--- src/rtl/sdci_defines.svh ---
`ifndef SDCI_DEFINES_SVH
`define SDCI_DEFINES_SVH
// Register word indices; byte address is four times the index
`define SDCI_IDX_CTL 16'h3b00
`define SDCI_IDX_STAT 16'h3b08
`define SDCI_IDX_BLOCK_BYTE_LENGTH 16'h3b1c
`define SDCI_IDX_BLOCK_TOTAL_COUNT 16'h3b20
`define SDCI_IDX_TXLO 16'h3b2c
`define SDCI_IDX_TXHI 16'h3b2d
`define SDCI_IDX_CMD 16'h3b30
`define SDCI_IDX_KICK 16'h3b31
`define SDCI_IDX_ARGLO 16'h3b34
`define SDCI_IDX_ARGHI 16'h3b35
`define SDCI_IDX_RSP0 16'h3b38
`define SDCI_IDX_RSP1 16'h3b39
`define SDCI_IDX_RSP2 16'h3b3c
`define SDCI_IDX_RSP3 16'h3b3d
`define SDCI_IDX_RSP4 16'h3b40
`define SDCI_IDX_RSP5 16'h3b41
`define SDCI_IDX_RSP6 16'h3b44
`define SDCI_IDX_RSP7 16'h3b45
`define SDCI_IDX_CIDX 16'h3b50
// Command word fields
`define SDCI_B_CLR 15
`define SDCI_B_INIT 14
`define SDCI_B_DATA 13
`define SDCI_B_STRM 12
`define SDCI_B_WDIR 11
`define SDCI_B_RSPH 10
`define SDCI_B_RSPL 9
`define SDCI_B_BUSY 8
`define SDCI_B_PP 7
`define SDCI_CMD_MASK 16'hffbf
// Reset values
`define SDCI_BLOCK_BYTE_LENGTH_RST 12'h200
// Timing and frame counts
`define SDCI_REF_CLK_NS 4
`define SDCI_CARD_CLK_NS 64
`define SDCI_INIT_CLKS 80
`define SDCI_FRAME_LAST 8'd47
`define SDCI_CRC_START 8'd40
`define SDCI_RSP_SHORT_LAST 8'd47
`define SDCI_RSP_LONG_LAST 8'd135
`define SDCI_CIDX_BITS 8'd8
`define SDCI_CRC7_POLY 7'h09
`endif

--- src/rtl/sdci_pkg.sv ---
package sdci_pkg;
    typedef enum logic [2:0] {
        SDCI_IDLE, SDCI_INIT, SDCI_CMD, SDCI_RSP_WAIT, SDCI_RSP, SDCI_BUSY, SDCI_DATA
    } sdci_state_e;

    typedef struct packed {
        sdci_state_e st;
        logic [15:0] cmd_word;
        logic kick_arm;
        logic [15:0] arg_lo;
        logic [15:0] arg_hi;
        logic [15:0] tx_lo;
        logic [15:0] tx_hi;
        logic tx_full;
        logic endian_be;
        logic [11:0] block_byte_length;
        logic [15:0] block_total_count;
        logic rx_rdy;
        logic tx_rdy;
        logic [7:0] cidx;
        logic [127:0] rsp;
        logic [47:0] shift;
        logic [6:0] crc;
        logic [7:0] cnt;
        logic [7:0] div;
        logic card_clk;
        logic line;
        logic cmd_oe;
        logic dat_line;
        logic dat_oe;
        logic [15:0] dcnt;
        logic [15:0] blk_left;
        logic [31:0] dbuf;
        logic dma_req;
        logic a_wr;
        logic [15:0] a_idx;
        logic rd_ph;
        logic [31:0] hrdata;
        logic [1:0] cmd_sy;
        logic [1:0] dat_sy;
    } sdci_state_s;
endpackage

--- src/rtl/sdci_top.sv ---
`timescale 1ns/1ps
`include "sdci_defines.svh"

// Summary of operation
// - Writing the command word launches the command with the current argument.
// - Command word keeps its written value after the frame is loaded.
// - Command bit 15 clears receive-ready and transmit-ready status flags.
// - Command bit 14 inserts 80 card clocks before the command frame.
// - Command bit 13 says whether a data phase follows the command.
// - Bit 12 clear ends after blocks; set streams until a stop command.
// - Command bit 11 selects data direction: 0 read, 1 write.
// - Bits 10-9 choose response: none, 48 CRC, 136 CRC, 48 no CRC.
// - Command bit 8 makes the controller wait for card busy to end.
// - Command bit 7 selects push-pull, otherwise open-drain command drive.
// - Bits 5-0 give the sent command index; bit 6 reads zero.
// - Kick bit 0 raises one DMA request, later requests follow each transmit word taken on writes.
// - Transmit halves accept any writer; byte order follows endian control.
// - Response bits shift into the eight response words at bit 0, pushing old contents up.
// - Each response word holds 16 bits; first byte goes to index register.
// - Argument low half is bits 15-0, high half bits 31-16.
// - Block length holds 1 to FFFh bytes, resets to 200h.
// - Exact block count is moved; zero count runs until a stop command.
module sdci_top #(
    parameter int HALF_CYC = `SDCI_CARD_CLK_NS / (2 * `SDCI_REF_CLK_NS)
) (
    // Clock and reset
    input wire logic ref_clk,
    input wire logic arst_n,
    // AHB-Lite slave
    input wire logic hsel,
    input wire logic [31:0] haddr,
    input wire logic [1:0] htrans,
    input wire logic hwrite,
    input wire logic [2:0] hsize,
    input wire logic [31:0] hwdata,
    input wire logic hready,
    output logic hreadyout,
    output logic hresp,
    output logic [31:0] hrdata,
    // Card link
    output logic card_clk,
    output logic cmd_o,
    output logic cmd_oe,
    input wire logic cmd_i,
    output logic dat_o,
    output logic dat_oe,
    input wire logic dat_i,
    // DMA
    output logic dma_req
);
    import sdci_pkg::*;

    sdci_state_s s;
    sdci_state_s n;
    logic wr_cmd;
    logic rx_ev;
    logic tx_ev;
    logic launch;

    if (HALF_CYC < 1 || HALF_CYC > 255) begin : g_chk
        $error("HALF_CYC out of range");
    end

    // One CRC7 step over a command bit
    function automatic logic [6:0] crc7_step(logic [6:0] c, logic b);
        logic fb;
        fb = c[6] ^ b;
        return {c[5:0], 1'b0} ^ (fb ? `SDCI_CRC7_POLY : 7'h00);
    endfunction

    // Where the controller goes after the command, response or busy stage
    function automatic sdci_state_e after_step(logic [15:0] w, logic [1:0] stage);
        if (stage == 2'd0 && w[`SDCI_B_RSPH:`SDCI_B_RSPL] != 2'b00) begin
            return SDCI_RSP_WAIT;
        end else if (stage != 2'd2 && w[`SDCI_B_BUSY]) begin
            return SDCI_BUSY;
        end else if (w[`SDCI_B_DATA]) begin
            return SDCI_DATA;
        end
        return SDCI_IDLE;
    endfunction

    // Register read mux; unmapped words read zero
    function automatic logic [31:0] rd_val(logic [15:0] idx, sdci_state_s r);
        logic [15:0] v;
        v = 16'h0000;
        case (idx)
            `SDCI_IDX_CTL: v = {15'h0000, r.endian_be};
            `SDCI_IDX_STAT: v = {12'h000, r.st != SDCI_IDLE, r.tx_full, r.tx_rdy, r.rx_rdy};
            `SDCI_IDX_BLOCK_BYTE_LENGTH: v = {4'h0, r.block_byte_length};
            `SDCI_IDX_BLOCK_TOTAL_COUNT: v = r.block_total_count;
            `SDCI_IDX_TXLO: v = r.tx_lo;
            `SDCI_IDX_TXHI: v = r.tx_hi;
            `SDCI_IDX_CMD: v = r.cmd_word;
            `SDCI_IDX_KICK: v = {15'h0000, r.kick_arm};
            `SDCI_IDX_ARGLO: v = r.arg_lo;
            `SDCI_IDX_ARGHI: v = r.arg_hi;
            `SDCI_IDX_RSP0: v = r.rsp[15:0];
            `SDCI_IDX_RSP1: v = r.rsp[31:16];
            `SDCI_IDX_RSP2: v = r.rsp[47:32];
            `SDCI_IDX_RSP3: v = r.rsp[63:48];
            `SDCI_IDX_RSP4: v = r.rsp[79:64];
            `SDCI_IDX_RSP5: v = r.rsp[95:80];
            `SDCI_IDX_RSP6: v = r.rsp[111:96];
            `SDCI_IDX_RSP7: v = r.rsp[127:112];
            `SDCI_IDX_CIDX: v = {8'h00, r.cidx};
            default: v = 16'h0000;
        endcase
        return {16'h0000, v};
    endfunction

    assign wr_cmd = s.a_wr && s.a_idx == `SDCI_IDX_CMD;

    // Next-state logic for bus, command engine and data phase
    always_comb begin
        logic rise;
        logic fall;
        logic bitv;
        logic fin;
        logic [15:0] nxc;
        logic [15:0] lbits;
        logic [31:0] word;
        rise = 1'b0;
        fall = 1'b0;
        bitv = 1'b0;
        fin = 1'b0;
        nxc = 16'h0000;
        lbits = {1'b0, s.block_byte_length, 3'b000};
        word = 32'h0000_0000;
        launch = 1'b0;
        rx_ev = 1'b0;
        tx_ev = 1'b0;
        n = s;
        n.dma_req = 1'b0;
        n.cmd_sy = {s.cmd_sy[0], cmd_i};
        n.dat_sy = {s.dat_sy[0], dat_i};

        // Card clock runs only while a command is in flight
        if (s.st == SDCI_IDLE) begin
            n.div = 8'h00;
            n.card_clk = 1'b0;
        end else if (s.div == 8'(HALF_CYC - 1)) begin
            n.div = 8'h00;
            n.card_clk = ~s.card_clk;
            rise = ~s.card_clk;
            fall = s.card_clk;
        end else begin
            n.div = s.div + 8'h01;
        end

        // Reads take one wait state so a just-written value is seen
        if (s.rd_ph) begin
            n.hrdata = rd_val(s.a_idx, s);
            n.rd_ph = 1'b0;
        end
        n.a_wr = 1'b0;
        if (hsel && htrans[1] && hready) begin
            n.a_idx = haddr[17:2];
            n.a_wr = hwrite;
            n.rd_ph = ~hwrite;
        end

        // Register writes in the data phase
        if (s.a_wr) begin
            case (s.a_idx)
                `SDCI_IDX_CTL: n.endian_be = hwdata[0];
                `SDCI_IDX_BLOCK_BYTE_LENGTH: n.block_byte_length = hwdata[11:0];
                `SDCI_IDX_BLOCK_TOTAL_COUNT: n.block_total_count = hwdata[15:0];
                `SDCI_IDX_TXLO: n.tx_lo = hwdata[15:0];
                `SDCI_IDX_TXHI: n.tx_hi = hwdata[15:0];
                `SDCI_IDX_ARGLO: n.arg_lo = hwdata[15:0];
                `SDCI_IDX_ARGHI: n.arg_hi = hwdata[15:0];
                `SDCI_IDX_KICK: begin
                    n.kick_arm = hwdata[0];
                    n.dma_req = hwdata[0];
                end
                `SDCI_IDX_CMD: begin
                    // launch, also the stop command; word kept until the next write
                    launch = 1'b1;
                    n.cmd_word = hwdata[15:0] & `SDCI_CMD_MASK;
                    if (hwdata[`SDCI_B_CLR]) begin
                        n.rx_rdy = 1'b0;
                        n.tx_rdy = 1'b0;
                    end
                    n.shift = {2'b01, hwdata[5:0], s.arg_hi, s.arg_lo, 8'h01};
                    n.crc = 7'h00;
                    n.cnt = 8'h00;
                    n.div = 8'h00;
                    n.card_clk = 1'b0;
                    n.blk_left = s.block_total_count;
                    n.dat_oe = 1'b0;
                    n.dat_line = 1'b1;
                    if (hwdata[`SDCI_B_INIT]) begin
                        n.st = SDCI_INIT;
                        n.line = 1'b1;
                        n.cmd_oe = hwdata[`SDCI_B_PP];
                    end else begin
                        n.st = SDCI_CMD;
                        n.line = 1'b0;
                        n.cmd_oe = 1'b1;
                    end
                end
                default: ;
            endcase
        end

        if (!launch) begin
            case (s.st)
                SDCI_INIT: begin
                    // count card clocks on falling edges
                    if (fall && s.cnt == 8'(`SDCI_INIT_CLKS - 1)) begin
                        n.st = SDCI_CMD;
                        n.cnt = 8'h00;
                        n.line = 1'b0;
                        n.cmd_oe = 1'b1;
                    end else if (fall) begin
                        n.cnt = s.cnt + 8'h01;
                    end
                end
                SDCI_CMD: begin
                    if (fall) begin
                        // shift out MSB first, CRC over the first 40 bits
                        n.crc = (s.cnt < `SDCI_CRC_START) ? crc7_step(s.crc, s.shift[47]) : s.crc;
                        n.shift = {s.shift[46:0], 1'b0};
                        if (s.cnt == `SDCI_CRC_START - 8'd1) begin
                            n.shift[47:40] = {n.crc, 1'b1};
                        end
                        n.cnt = s.cnt + 8'h01;
                        n.line = n.shift[47];
                        // open drain drives only the low level
                        n.cmd_oe = s.cmd_word[`SDCI_B_PP] | ~n.shift[47];
                        if (s.cnt == `SDCI_FRAME_LAST) begin
                            n.line = 1'b1;
                            n.cmd_oe = 1'b0;
                            n.cnt = 8'h00;
                            // data phase or not; response or not
                            n.st = after_step(s.cmd_word, 2'd0);
                        end
                    end
                end
                SDCI_RSP_WAIT: begin
                    if (rise && !s.cmd_sy[1]) begin
                        n.st = SDCI_RSP;
                        n.cidx = {s.cidx[6:0], 1'b0};
                        n.cnt = 8'h01;
                    end
                end
                SDCI_RSP: begin
                    if (rise) begin
                        bitv = s.cmd_sy[1];
                        // first byte to index register; rest shifts into the response words
                        if (s.cnt < `SDCI_CIDX_BITS) begin
                            n.cidx = {s.cidx[6:0], bitv};
                        end else begin
                            n.rsp = {s.rsp[126:0], bitv};
                        end
                        n.cnt = s.cnt + 8'h01;
                        if (s.cnt == ((s.cmd_word[`SDCI_B_RSPH:`SDCI_B_RSPL] == 2'b10) ?
                                      `SDCI_RSP_LONG_LAST : `SDCI_RSP_SHORT_LAST)) begin
                            n.cnt = 8'h00;
                            n.st = after_step(s.cmd_word, 2'd1);
                        end
                    end
                end
                SDCI_BUSY: begin
                    // hold until the card releases data line
                    if (rise && s.dat_sy[1]) begin
                        n.st = after_step(s.cmd_word, 2'd2);
                    end
                end
                SDCI_DATA: begin
                    // finite only for block mode with nonzero count
                    fin = !s.cmd_word[`SDCI_B_STRM] && s.block_total_count != 16'h0000;
                    if (s.cmd_word[`SDCI_B_WDIR] && fall) begin
                        nxc = s.dcnt + 16'h0001;
                        if (s.dcnt == lbits + 16'h0001) begin
                            nxc = 16'h0000;
                            n.dat_line = 1'b0;
                        end else if (nxc <= lbits && nxc[4:0] == 5'd1) begin
                            // byte order picks the first byte sent
                            word = s.endian_be ? {s.tx_lo, s.tx_hi} :
                                {s.tx_lo[7:0], s.tx_lo[15:8], s.tx_hi[7:0], s.tx_hi[15:8]};
                            n.dbuf = word;
                            n.dat_line = word[31];
                            n.tx_full = 1'b0;
                            tx_ev = 1'b1;
                            // later requests follow each word taken
                            n.dma_req = s.kick_arm;
                        end else if (nxc <= lbits) begin
                            n.dbuf = {s.dbuf[30:0], 1'b0};
                            n.dat_line = s.dbuf[30];
                        end else begin
                            n.dat_line = 1'b1;
                        end
                        n.dcnt = nxc;
                    end else if (!s.cmd_word[`SDCI_B_WDIR] && rise) begin
                        if (s.dcnt == 16'h0000) begin
                            nxc = {15'h0000, !s.dat_sy[1]};
                        end else if (s.dcnt == lbits + 16'h0001) begin
                            nxc = 16'h0000;
                        end else begin
                            nxc = s.dcnt + 16'h0001;
                            rx_ev = s.dcnt[3:0] == 4'h0;
                        end
                        n.dcnt = nxc;
                    end
                    // block end, stop after the last counted block
                    if ((fall && s.cmd_word[`SDCI_B_WDIR] || rise && !s.cmd_word[`SDCI_B_WDIR])
                        && s.dcnt == lbits + 16'h0001) begin
                        n.blk_left = s.blk_left - 16'h0001;
                        if (fin && s.blk_left == 16'h0001) begin
                            n.st = SDCI_IDLE;
                            n.dat_oe = 1'b0;
                            n.dat_line = 1'b1;
                        end
                    end
                end
                default: n.st = SDCI_IDLE;
            endcase
            // Data phase opens with a start bit on writes, a listen on reads
            if (n.st == SDCI_DATA && s.st != SDCI_DATA) begin
                n.dcnt = 16'h0000;
                n.dat_oe = s.cmd_word[`SDCI_B_WDIR];
                n.dat_line = ~s.cmd_word[`SDCI_B_WDIR];
            end
        end

        // Hardware sets win over the clear bit
        if (s.a_wr && s.a_idx == `SDCI_IDX_TXHI) begin
            n.tx_full = 1'b1;
        end
        if (tx_ev) begin
            n.tx_rdy = 1'b1;
        end
        if (rx_ev) begin
            n.rx_rdy = 1'b1;
        end
    end

    // State register
    always_ff @(posedge ref_clk or negedge arst_n) begin
        if (!arst_n) begin
            s <= '0;
            s.block_byte_length <= `SDCI_BLOCK_BYTE_LENGTH_RST;
            s.line <= 1'b1;
            s.dat_line <= 1'b1;
            s.cmd_sy <= 2'b11;
            s.dat_sy <= 2'b11;
        end else begin
            s <= n;
        end
    end

    // Outputs
    assign hreadyout = ~s.rd_ph;
    assign hresp = 1'b0;
    assign hrdata = s.hrdata;
    assign card_clk = s.card_clk;
    assign cmd_o = s.line;
    assign cmd_oe = s.cmd_oe;
    assign dat_o = s.dat_line;
    assign dat_oe = s.dat_oe;
    assign dma_req = s.dma_req;
endmodule

--- config.mk ---
export PLATFORM = sky130hd
export DESIGN_NAME = sdci_top
export DESIGN_NICKNAME = d
export VERILOG_FILES = /design/src/rtl/sdci_pkg.sv /design/src/rtl/sdci_top.sv
export VERILOG_INCLUDE_DIRS = /design/src /design/src/rtl
export SDC_FILE = /design/constraint.sdc
export NUM_CORES = 1
export LEC_CHECK = 0
export ABC_AREA = 1
export BUFFER_PORTS_ARGS = -buffer_cell sky130_fd_sc_hd__buf_2
export CAP_MARGIN = 20
export CORE_MARGIN = 2
export CORE_UTILIZATION = 48
export CTS_CLUSTER_DIAMETER = 30
export DETAILED_ROUTE_END_ITERATION = 16
export PLACE_DENSITY_LB_ADDON = 0.15
export SLEW_MARGIN = 20
export SYNTH_ARGS = -nofsm -noshare
export SYNTH_HDL_FRONTEND = slang
export SYNTH_SLANG_ARGS = --single-unit
--- constraint.sdc ---
create_clock -name ref_clk -period 4.05 [get_ports ref_clk]
set_input_delay 0.2025 -clock ref_clk [delete_from_list [all_inputs] [get_ports ref_clk]]
set_output_delay 0.2025 -clock ref_clk [all_outputs]
set_load 0.01 [all_outputs]
* Yosys cells after proc, flatten, opt, wreduce, memory -nomap -nowiden
Cells that the tools add are included.
** Storage, ports and cells
- Register bits after elaboration :: 430
- Latch bits :: 0
- RAM bits :: 0
- Bits in read-only memories :: 0
- Output and inout bits :: 40
- Word-level logic and storage cells :: 273
- Memories kept :: 0
** Operators by class
- Add/sub/neg operators :: 5
- $mul :: 0
- Div/mod/pow operators :: 0
- $lt $le $gt $ge :: 3
- Equality and inequality tests :: 41
- Shift operators :: 0
- Mux-type cells :: 126
- Bitwise operators :: 11
- Reduce and logical (&&, ||, !) cells :: 53
** Operators by type and width (number)
- $eq 16x14->1 const B :: 19
- $pmux 16 s19 :: 1
- $mux 16 :: 11
- $mux 76 :: 2
- $mux 136 :: 1
- $mux 128 :: 1
- $mux 63 :: 2
- $mux 8 :: 14
- $mux 32 :: 3
- $mux 84 :: 1
- $mux 69 :: 1
- $mux 67 :: 1
- $mux 33 :: 2
- $mux 55 :: 1
- $mux 3 :: 17
- $mux 1 :: 48
- $mux 18 :: 2
- $pmux 8 s4 :: 1
- $reduce_bool 2->1 :: 13
- $mux 2 :: 10
- $mux 19 :: 1
- $pmux 3 s6 :: 1
- $reduce_and 2->1 :: 9
- $add 15x1->16 const B :: 1
- other kinds (40) :: 76

* Longest topological paths before layout
Gate-level depths: netlist (run 1).
- Depth in word-level cells :: 16
- Gate-level depth with buffers :: 23

* Worst setup path before layout (run 1)
No wires, ideal clock.
- Path kind :: register to register
- Start point :: reg s[103] (netlist bit)
- End point :: reg s[85] (netlist bit)
- Setup time :: 0.130 ns
- Arrival :: 3.072 ns
- Required time :: 3.920 ns
- Setup slack :: 0.848 ns
- Cell stages (with the launch flop) :: 20
- Cells stage by stage :: dfrtp_1 ha_1 nand4_1 or2_2 nor2_1 nand2_1 nor3_1 xor2_1 inv_1 ha_1 nand3_1 nor2_1 nand2_1 o211ai_1 nand2_1 and3_1 buf_4 buf_2 o211ai_1 o21ai_0
** Between the ends
- Cells in the longest elaborated chain, start to end :: 5
** RTL lines
- start: declaration :: line sdci_top.sv:53 : sdci_state_s s;
- start signal: assignment :: line sdci_top.sv:350 : s <= n;
- $add 16x1->16 :: line sdci_top.sv:275 : nxc = s.dcnt + 16'h0001;
- $le 16x15->1 / $eq 5x1->1 (equally long branches) :: line sdci_top.sv:279, sdci_top.sv:289
- $logic_and 1x1->1 :: line sdci_top.sv:279 : end else if (nxc <= lbits && nxc[4:0] == 5'd1) begin
- $reduce_bool 2->1 (no line)
- $reduce_and 5->1 (no line)
Several ways; a longest one is shown, not always the timed one.
A chain may end at the register's enable or synchronous reset.

* Worst setup path in the final report (run 1)
- Start point :: reg s[104] (netlist bit)
- End point :: reg s[65] (netlist bit)
The elaborated chain is that of the path after synthesis.

==> flow_summary.json, run 1 <==
{
  "antenna_left": 0,
  "drt-pass1-iter-count": 6,
  "start_util": 0.486,
  "layout_min_cycle_time_ps": 3640,
  "totalWireLength_mm": 62.8,
  "fmax_mhz": 275,
  "dr_wl_met2_mm": 28.7,
  "holdCritPathClass": "input pin to register",
  "required_ps": 4550,
  "antenna_cells": 0,
  "clk_pin_slew_ps": 50,
  "setup_viol": 0,
  "cts_tree": "yes",
  "cts_htree_levels": 3,
  "critPathKind": "register to register",
  "crit_path_max_fanout": 37,
  "grt_overflow_total": 0,
  "cts_made_buffers": 102,
  "synth_top_area_frac": 0.493,
  "worstPathArrival_ps": 4140,
  "antenna_found_initial": 2,
  "synth_area_leader_cell": "dfrtp_1",
  "startpoint_type": "register",
  "drc": 0,
  "io_pins": 116,
  "place_hpwl_mm": 42.4,
  "synth_warnings": 0,
  "vdd_drop_max_mv": 0.402,
  "power.total_mw": 13.5,
  "place.gp.congestion": 0.919,
  "min_period_over_period": 0.899,
  "fin_setup_tns_ps": 0,
  "syn_to_final_growth_pct": 22.1,
  "grt_pass1_vias": 18095,
  "run_status": "finished, final reports clean",
  "grt_max_degree": 98,
  "top_layer_used": "met4",
  "clock_latency_ps": 640,
  "syn-cell-area_um2": 21400,
  "placementRows": 77,
  "wire_per_inst_um": 18.1,
  "max-cap-violations": 0,
  "worstMarginPinSlew_ps": 1030,
  "ys.flop_type": "dfrtp_1",
  "slew_headroom": 0.317,
  "route.met3.wl_mm": 4.31,
  "die_h_um": 215,
  "first_iter_violations": 1764,
  "port_buffers": 62,
  "endpoint_kind": "register",
  "p_per_area_nw_per_um2": 516,
  "clkSinkCount": 429,
  "seq_area_frac_synth": 0.501,
  "rsz0062_at_grt": "no",
  "grt_first_pass_wirelength_mm": 98.5,
  "placed_area_um2": 22100,
  "leakage_nw": 12.5,
  "core_um2": 44100,
  "final_cell_area_um2": 26200,
  "synthesis.instances": 2690,
  "ys_top_cells_by_area": "dfrtp_1, nand2_1, o21ai_0",
  "viasPerCell": 5.42,
  "syn_avg_cell_area_um2": 7.97,
  "die_w_um": 215,
  "drive_gt1_frac": 0.121,
  "post-cts-setup-buffers": 0,
  "cts_root_buf": "clkbuf_16",
  "finClkSkew_ps": 35.8,
  "num_vias": 18786,
  "drv_slew": 0,
  "synth_edf_count": 0,
  "clock_path_buffers": 3,
  "finalHoldViolations": 0,
  "netlist-cell-type-count": 56,
  "fin_nets": 2884,
  "async_reset_ff_frac": 1.00,
  "synth-seq-cells": 429,
  "drt-met1-wl_mm": 27.0,
  "grt_usage": 0.271,
  "die_area_um2": 46300
}
## final cells by class
cell class / instances / area [um^2]
Fill cell: 3951 / 18000
Sequential cell: 429 / 10700
Multi-Input combinational cell: 1785 / 8740
Clock buffer: 133 / 2880
Inverter: 336 / 1270
Timing Repair Buffer: 131 / 983
Clock inverter: 58 / 806
Tap cell: 592 / 741
## critical path: stages, from the launching register on
cell      delay (ps)
dfrtp_1          400
ha_1             230
nand4_1          140
or2_2            350
nor2_2           140
nand2_1           80
nor3_1           180
xor2_1           240
inv_1             70
ha_1             290
nand3_1           90
nor2_1           140
nand2_1           60
o211ai_1         200
nand2_2          180
nand2_2          180
buf_12           200
o21ai_0          100
a21oi_1          150
nor2_1            50
## worst paths after layout
check	start	to	slack, ps	depth (start not counted)
worst max-delay path	s[104]$_DFFE_PN0P_	s[65]$_DFFE_PN0P_	410	19
worst min-delay path	hwdata[6]	s[339]$_DFFE_PN0P_	90	3
worst max register to register	s[104]$_DFFE_PN0P_	s[65]$_DFFE_PN0P_	410	19
worst min register to register	n[1]$_DFF_PN1_	s[1]$_DFF_PN1_	350	0
max in group asynchronous	arst_n	cmd_o$_DFF_PN1_	2790	3
min in group asynchronous	arst_n	s[226]$_DFFE_PN0P_	190	2
## stage by stage
| step | instances | utilization | hold slack, ps | setup WS [ps] |
|---|---|---|---|---|
| floorplan | 2706 | - | -93.1 | 848 |
| global placement | 3243 | 0.502 | 254 | 241 |
| detailed placement | 3243 | 0.502 | 267 | 95.7 |
| CTS | 3462 | 0.592 | 87.0 | 92.4 |
| global route | 3464 | 0.593 | 102 | 68.5 |
| finish | 3464 | 0.593 | 89.5 | 410 |
## synthesized netlist by cell type (4+ instances only)
cell type  instances
a21o_1             4
nand2_1          642
nand2_4            5
o221ai_1           4
nand4_1           20
nand2_2            4
nor2_2            10
inv_2             10
a22oi_1            6
xnor2_1            9
nand3_1           86
dfrtp_1          422
nor2_1           231
nor2_4             5
o211ai_1          32
xor2_1            26
ha_1              23
o21ai_1            9
inv_1            323
mux2_2             8
o21ai_0          338
o22ai_1           80
clkbuf_1          79
nor4_1            15
dfstp_2            7
a31oi_1           51
a21oi_1           84
buf_2             34
nor3_1            41
buf_4             38
buf_6              4
## metal layers
layer | vias to the layer above | track usage
li1 | 8978 | -
met1 | 9010 | 0.361
met2 | 654 | 0.421
met3 | 144 | 0.0604
met4 | 0 | 0.128
met5 | - | 0
## power by group
group / internal (mW) / total, mW / switching (mW)
registers: 4.37 / 4.42 / 0.0536
clock network: 6.08 / 8.70 / 2.62
logic: 0.115 / 0.374 / 0.259
total: 10.6 / 13.5 / 2.93
## flip-flops by register name, indices dropped and copies added, names as in the netlist
register,cells
s,405
hrdata,16
n,2
card_clk,1
cmd_o,1
cmd_oe,1
dat_o,1
dat_oe,1
dma_req,1
## logic make-up (layout without fill, tap and decap cells)
kind of cell	after synthesis	count (layout)	synth area share
flip-flops	429	429	0.501
adder cells (fa/ha/maj)	23	23	0.0134
AO/OA/AOI/OAI	628	628	0.163
multiplexers	8	8	0.00420
AND/OR/NAND/NOR	1072	1074	0.207
other	1	17	0.000175
XOR/XNOR	35	35	0.0143
buffers and inverters	494	658	0.0966
## timing repair
| action | in CTS | in global routing |
|---|---|---|
| hold buffers | 28 | 0 |
| setup endpoints to repair | 0 | 65 |
| endpoints found under the hold margin | 108 | 0 |
| resized for setup | 0 | 11 |
## layout by cell type (no fill, tap or decap), types with 17 or more instances in the layout
master / Yosys / final
nand2_1: 642 / 640
dfrtp_1: 422 / 421
o21ai_0: 338 / 338
inv_1: 323 / 323
nor2_1: 231 / 228
clkbuf_16: 0 / 105
nand3_1: 86 / 85
a21oi_1: 84 / 84
o22ai_1: 80 / 80
buf_2: 34 / 61
a31oi_1: 51 / 51
nor3_1: 41 / 40
buf_4: 38 / 35
o211ai_1: 32 / 32
dlygate4sd3_1: 0 / 28
xor2_1: 26 / 26
ha_1: 23 / 23
nand4_1: 20 / 20
conb_1: 1 / 17
bufinv_16: 0 / 17
Power figures use the tool's default switching activity.
==> run 2: changes to the inputs <==
- clock period: 4.05 -> 3.8 ns (I/O delays scaled with it)
==> flow_summary.json, run 2 (synthesis gave the netlist of run 1 again) <==
{
  "run_status": "finished, final reports clean",
  "clkSinkCount": 429,
  "grt_first_pass_wirelength_mm": 99.5,
  "drive_gt1_frac": 0.119,
  "vdd_drop_max_mv": 0.491,
  "final_cell_mix": "nand2_1, dfrtp_1, o21ai_0, inv_1, nor2_1",
  "worstPathArrival_ps": 4080,
  "drt-pass1-iter-count": 5,
  "worst_hold_slack_ps": 104,
  "hold_depth": 3,
  "first_iter_violations": 1794,
  "reg2reg_slack_ps": 240,
  "p_int_mw": 11.2,
  "die_w_um": 215,
  "p_per_area_nw_per_um2": 542,
  "min_period_over_period": 0.937,
  "placementRows": 77,
  "critPathKind": "register to register",
  "grt_max_degree": 96,
  "final_common_cell": "nand2_1",
  "r2r_cells": 19,
  "start_util": 0.486,
  "place_hpwl_mm": 42.2,
  "holdCritPathClass": "input pin to register",
  "antenna_found_initial": 3,
  "drc": 0,
  "slowest_delay_ps": 450,
  "power_switching_share": 0.211,
  "r2r_start": "s[105]$_DFFE_PN0P_",
  "largest_reg_flops": 405,
  "p_clk_frac": 0.639,
  "endpoint_kind": "register",
  "finalHoldViolations": 0,
  "clk_pin_slew_ps": 50,
  "io_pins": 116,
  "cts_made_buffers": 102,
  "power.total_mw": 14.2,
  "place.gp.congestion": 0.901,
  "startpoint": "s[105]$_DFFE_PN0P_",
  "startpoint_type": "register",
  "seqPwrFrac": 0.333,
  "required_ps": 4320,
  "post-cts-setup-buffers": 0,
  "fin_nets": 2887,
  "die_h_um": 215,
  "antenna_cells": 0,
  "totalWireLength_mm": 62.6,
  "slew_headroom": 0.333,
  "placed_area_um2": 22200,
  "layout_min_cycle_time_ps": 3560,
  "cts_tree": "yes",
  "fmax_mhz": 281,
  "min-delay-start": "hwdata[6]",
  "clock_path_buffers": 3,
  "setup_viol": 0,
  "grt_pass1_vias": 18273,
  "crit_chain": "nand3_1 -> nor2_2 -> nand2_1 -> nor2_1 -> nand2_1 -> nor3_2 -> xor2_1 -> inv_1 -> ha_1 -> a21oi_1 -> o21bai_1 -> a21oi_1 -> o211ai_1 -> nand2_2 -> and3_4 -> buf_12 -> o21ai_0 -> a21oi_1 -> nor2_1",
  "final_cell_area_um2": 26200,
  "antenna_left": 0,
  "utilization": 0.593,
  "cp_common_cell": "a21oi_1",
  "crit_path_max_fanout": 31,
  "die_area_um2": 46300,
  "regMostFlops": "s",
  "syn_to_final_growth_pct": 22.2,
  "port_buffers": 62,
  "cts_htree_levels": 3,
  "finClkSkew_ps": 30.0,
  "grt_usage": 0.272,
  "power_frac_comb": 0.028,
  "netSwitchingPower_mw": 2.99,
  "cp_slowest_cell": "dfrtp_1",
  "drv_slew": 0,
  "r2r_end": "s[70]$_DFFE_PN0P_",
  "clock_latency_ps": 630,
  "hold_end": "s[369]$_DFFE_PN0P_",
  "core_um2": 44100,
  "max-cap-violations": 0,
  "worstMarginPinSlew_ps": 1000,
  "leakage_nw": 12.5,
  "viasPerCell": 5.42,
  "wire_per_inst_um": 18.1,
  "num_vias": 18784,
  "cts_root_buf": "clkbuf_16",
  "grt_overflow_total": 0
}
==> run 2: worst max path at each step <==
| stage | end | slack, ps |
|---|---|---|
| after floorplan | s[85]$_DFFE_PN0P_ | 600 |
| after global routing | s[76]$_DFFE_PN0P_ | -50 |
| after CTS | dma_req$_DFF_PN0_ | 80 |
| after global placement | dma_req$_DFF_PN0_ | 170 |
| final | s[70]$_DFFE_PN0P_ | 240 |
| after detailed placement | dma_req$_DFF_PN0_ | 120 |
==> run 2: area by class of cell <==
class,instances,area [um^2]
Sequential cell,429,10700
Tap cell,592,741
Multi-Input combinational cell,1783,8740
Clock buffer,140,2900
Fill cell,3951,17900
Clock inverter,47,708
Timing Repair Buffer,136,1080
Inverter,336,1270
==> run 2: per-stage QoR <==
stage	TNS [ps]	instances	setup WS, ps
after CTS	0	3461	80.0
after floorplan	0	2706	598
final	0	3463	238
after global routing	-416	3463	-53.8
after detailed placement	0	3246	117
after global placement	0	3246	168
==> run 2: what timing repair did <==
action,in CTS,in global routing
hold buffers,28,0
endpoints found under the setup margin,0,34
gates resized for setup,0,14
hold endpoints to repair,119,0
==> run 2: power groups by stage <==
stage	combinational, mW	clock (mW)	sequential (mW)
3_5_place_dp	0.379	0	4.78
6_report	0.403	9.06	4.72
3_3_place_gp	0.375	0	4.78
4_1_cts	0.405	9.16	4.72
2_1_floorplan	0.188	0	4.77
5_1_grt	0.455	9.40	4.72
==> run 2: metal layers <==
layer / track usage / wire length [um] / up-vias
met3: 0.0546 / 4080 / 156
li1: - / - / 8984
met5: 0 / 8 / -
met4: 0.119 / 2590 / 2
met1: 0.364 / 27000 / 9031
met2: 0.431 / 29000 / 611
==> run 2: critical path, delay by kind of cell, from the launching register on <==
kind | cells | cell delay, ps
simple gates | 9 | 1480
compound gates | 6 | 750
flops | 1 | 450
fa+ha+maj | 1 | 290
buf+inv | 2 | 260
xor+xnor | 1 | 220
==> run 3: changes to the inputs <==
- CORE_MARGIN: 2 -> not set
==> flow_summary.json, run 3 (synthesis gave the netlist of run 1 again) <==
{
  "die_w_um": 213,
  "startpoint_type": "register",
  "multi_input_area_um2": 8730,
  "placed_area_um2": 22200,
  "grt_usage": 0.284,
  "min_period_over_period": 0.915,
  "placementRows": 77,
  "fin_setup_tns_ps": 0,
  "worstPathArrival_ps": 3990,
  "layout_min_cycle_time_ps": 3480,
  "min-delay-start": "hwdata[6]",
  "place_hpwl_mm": 42.9,
  "regMostFlops": "s",
  "final_common_cell": "nand2_1",
  "fillers": 3980,
  "drt-pass1-iter-count": 6,
  "final_cell_mix": "nand2_1, dfrtp_1, o21ai_0, inv_1, nor2_1",
  "critPathKind": "register to register",
  "holdCritPathClass": "input pin to register",
  "run_status": "finished, final reports clean",
  "grt_overflow_total": 0,
  "first_iter_violations": 1764,
  "port_buffers": 62,
  "worst_hold_slack_ps": 83.1,
  "grt_first_pass_wirelength_mm": 99.0,
  "dp_cells": 3246,
  "r2r_start": "s[104]$_DFFE_PN0P_",
  "fmax_mhz": 288,
  "cp_slowest_cell": "dfrtp_1",
  "totalWireLength_mm": 62.8,
  "power.total_mw": 14.0,
  "clock_latency_ps": 630,
  "worstMarginPinSlew_ps": 1010,
  "crit_chain": "ha_2 -> nand4_1 -> or2_2 -> nor2_2 -> nand2_1 -> nor3_1 -> xor2_1 -> inv_1 -> ha_1 -> nand3_1 -> inv_1 -> a21oi_1 -> o211ai_1 -> nand2_2 -> and3_4 -> buf_12 -> o21ai_0 -> a21oi_1 -> nor2_1",
  "leakage_nw": 12.5,
  "setup_viol": 0,
  "final_cells": 3466,
  "drc": 0,
  "crit_path_max_fanout": 31,
  "clkSinkCount": 429,
  "core_um2": 44100,
  "p_per_area_nw_per_um2": 536,
  "largest_reg_flops": 405,
  "drive_gt1_frac": 0.123,
  "endpoint_kind": "register",
  "hold_depth": 3,
  "start_util": 0.486,
  "io_pins": 116,
  "num_vias": 18853,
  "r2r_cells": 19,
  "viasPerCell": 5.44,
  "finClkSkew_ps": 17.7,
  "slowest_delay_ps": 410,
  "antenna_left": 0,
  "fin_nets": 2886,
  "grt_max_degree": 84,
  "r2r_end": "s[76]$_DFFE_PN0P_",
  "clk_pin_slew_ps": 50,
  "wire_per_inst_um": 18.1,
  "crit_buf_inv": 3,
  "cts_tree": "yes",
  "cts_made_buffers": 101,
  "vdd_drop_max_mv": 0.505,
  "die_area_um2": 45500,
  "place.gp.congestion": 0.925,
  "rsz0062_at_grt": "no",
  "crit_family": "simple AND/OR/NAND/NOR gates",
  "cts_htree_levels": 3,
  "grt_pass1_vias": 18020,
  "drv_slew": 0,
  "reg2reg_slack_ps": 320,
  "clock_path_buffers": 3,
  "die_h_um": 213,
  "syn_to_final_growth_pct": 21.9,
  "post-route-worst-setup-slack_ps": 324,
  "antenna_found_initial": 6,
  "hold_end": "s[339]$_DFFE_PN0P_",
  "slew_headroom": 0.322,
  "required_ps": 4320,
  "cts_root_buf": "clkbuf_16",
  "seq_area_um2": 10700,
  "finalHoldViolations": 0,
  "utilization": 0.592,
  "preCtsSetupSlack_ps": 104,
  "final_cell_area_um2": 26100,
  "max-cap-violations": 0
}
==> run 3: worst max-delay path by stage <==
stage / start / end / slack [ps] / cells past startpoint
floorplan: s[103]$_DFFE_PN0P_ / s[85]$_DFFE_PN0P_ / 600 / 19
global placement: s[104]$_DFFE_PN0P_ / s[69]$_DFFE_PN0P_ / 240 / 19
detailed placement: s[104]$_DFFE_PN0P_ / s[76]$_DFFE_PN0P_ / 100 / 19
CTS: s[104]$_DFFE_PN0P_ / s[76]$_DFFE_PN0P_ / 90 / 19
global route: s[104]$_DFFE_PN0P_ / s[76]$_DFFE_PN0P_ / 20 / 19
finish: s[104]$_DFFE_PN0P_ / s[76]$_DFFE_PN0P_ / 320 / 19
==> run 3: routing by layer <==
metal | global-route usage | vias up | part of all wire
met3 | 0.0535 | 160 | 0.063
li1 | - | 8974 | -
met1 | 0.387 | 9127 | 0.44
met4 | 0.132 | 2 | 0.040
met5 | 0 | - | 0.00021
met2 | 0.438 | 590 | 0.46
==> run 3: worst register-to-register path, cell delays in order, from the launching register on <==
cell and delay [ps]:
dfrtp_1 410, ha_2 230, nand4_1 130, or2_2 340
nor2_2 130, nand2_1 80, nor3_1 170, xor2_1 220
inv_1 70, ha_1 280, nand3_1 100, inv_1 40
a21oi_1 140, o211ai_1 120, nand2_2 140, and3_4 260
buf_12 190, o21ai_0 140, a21oi_1 130, nor2_1 50
==> run 3: power breakdown <==
part | total, mW | switching, mW | leakage (nW) | internal (mW)
combinational | 0.406 | 0.281 | 5.41 | 0.125
sequential | 4.72 | 0.0577 | 5.33 | 4.66
clock | 8.88 | 2.74 | 1.73 | 6.14
==> run 3: repair_timing <==
action / 4_1_cts / 5_1_grt
gates resized for setup: 0 / 14
buffers inserted: 0 / 1
hold endpoints to repair: 112 / 0
hold buffers: 28 / 0
setup endpoints to repair: 0 / 31
==> run 3: layout make-up <==
| type | count | share of cell area |
|---|---|---|
| clock inverters | 64 | 0.0283 |
| diodes | 1 | 0.0000958 |
| clock buffers | 125 | 0.107 |
| well taps | 592 | 0.0284 |
| inverters | 336 | 0.0483 |
| repair buffers | 136 | 0.0421 |
| multi-input cells | 1783 | 0.334 |
| flip-flops and latches | 429 | 0.411 |
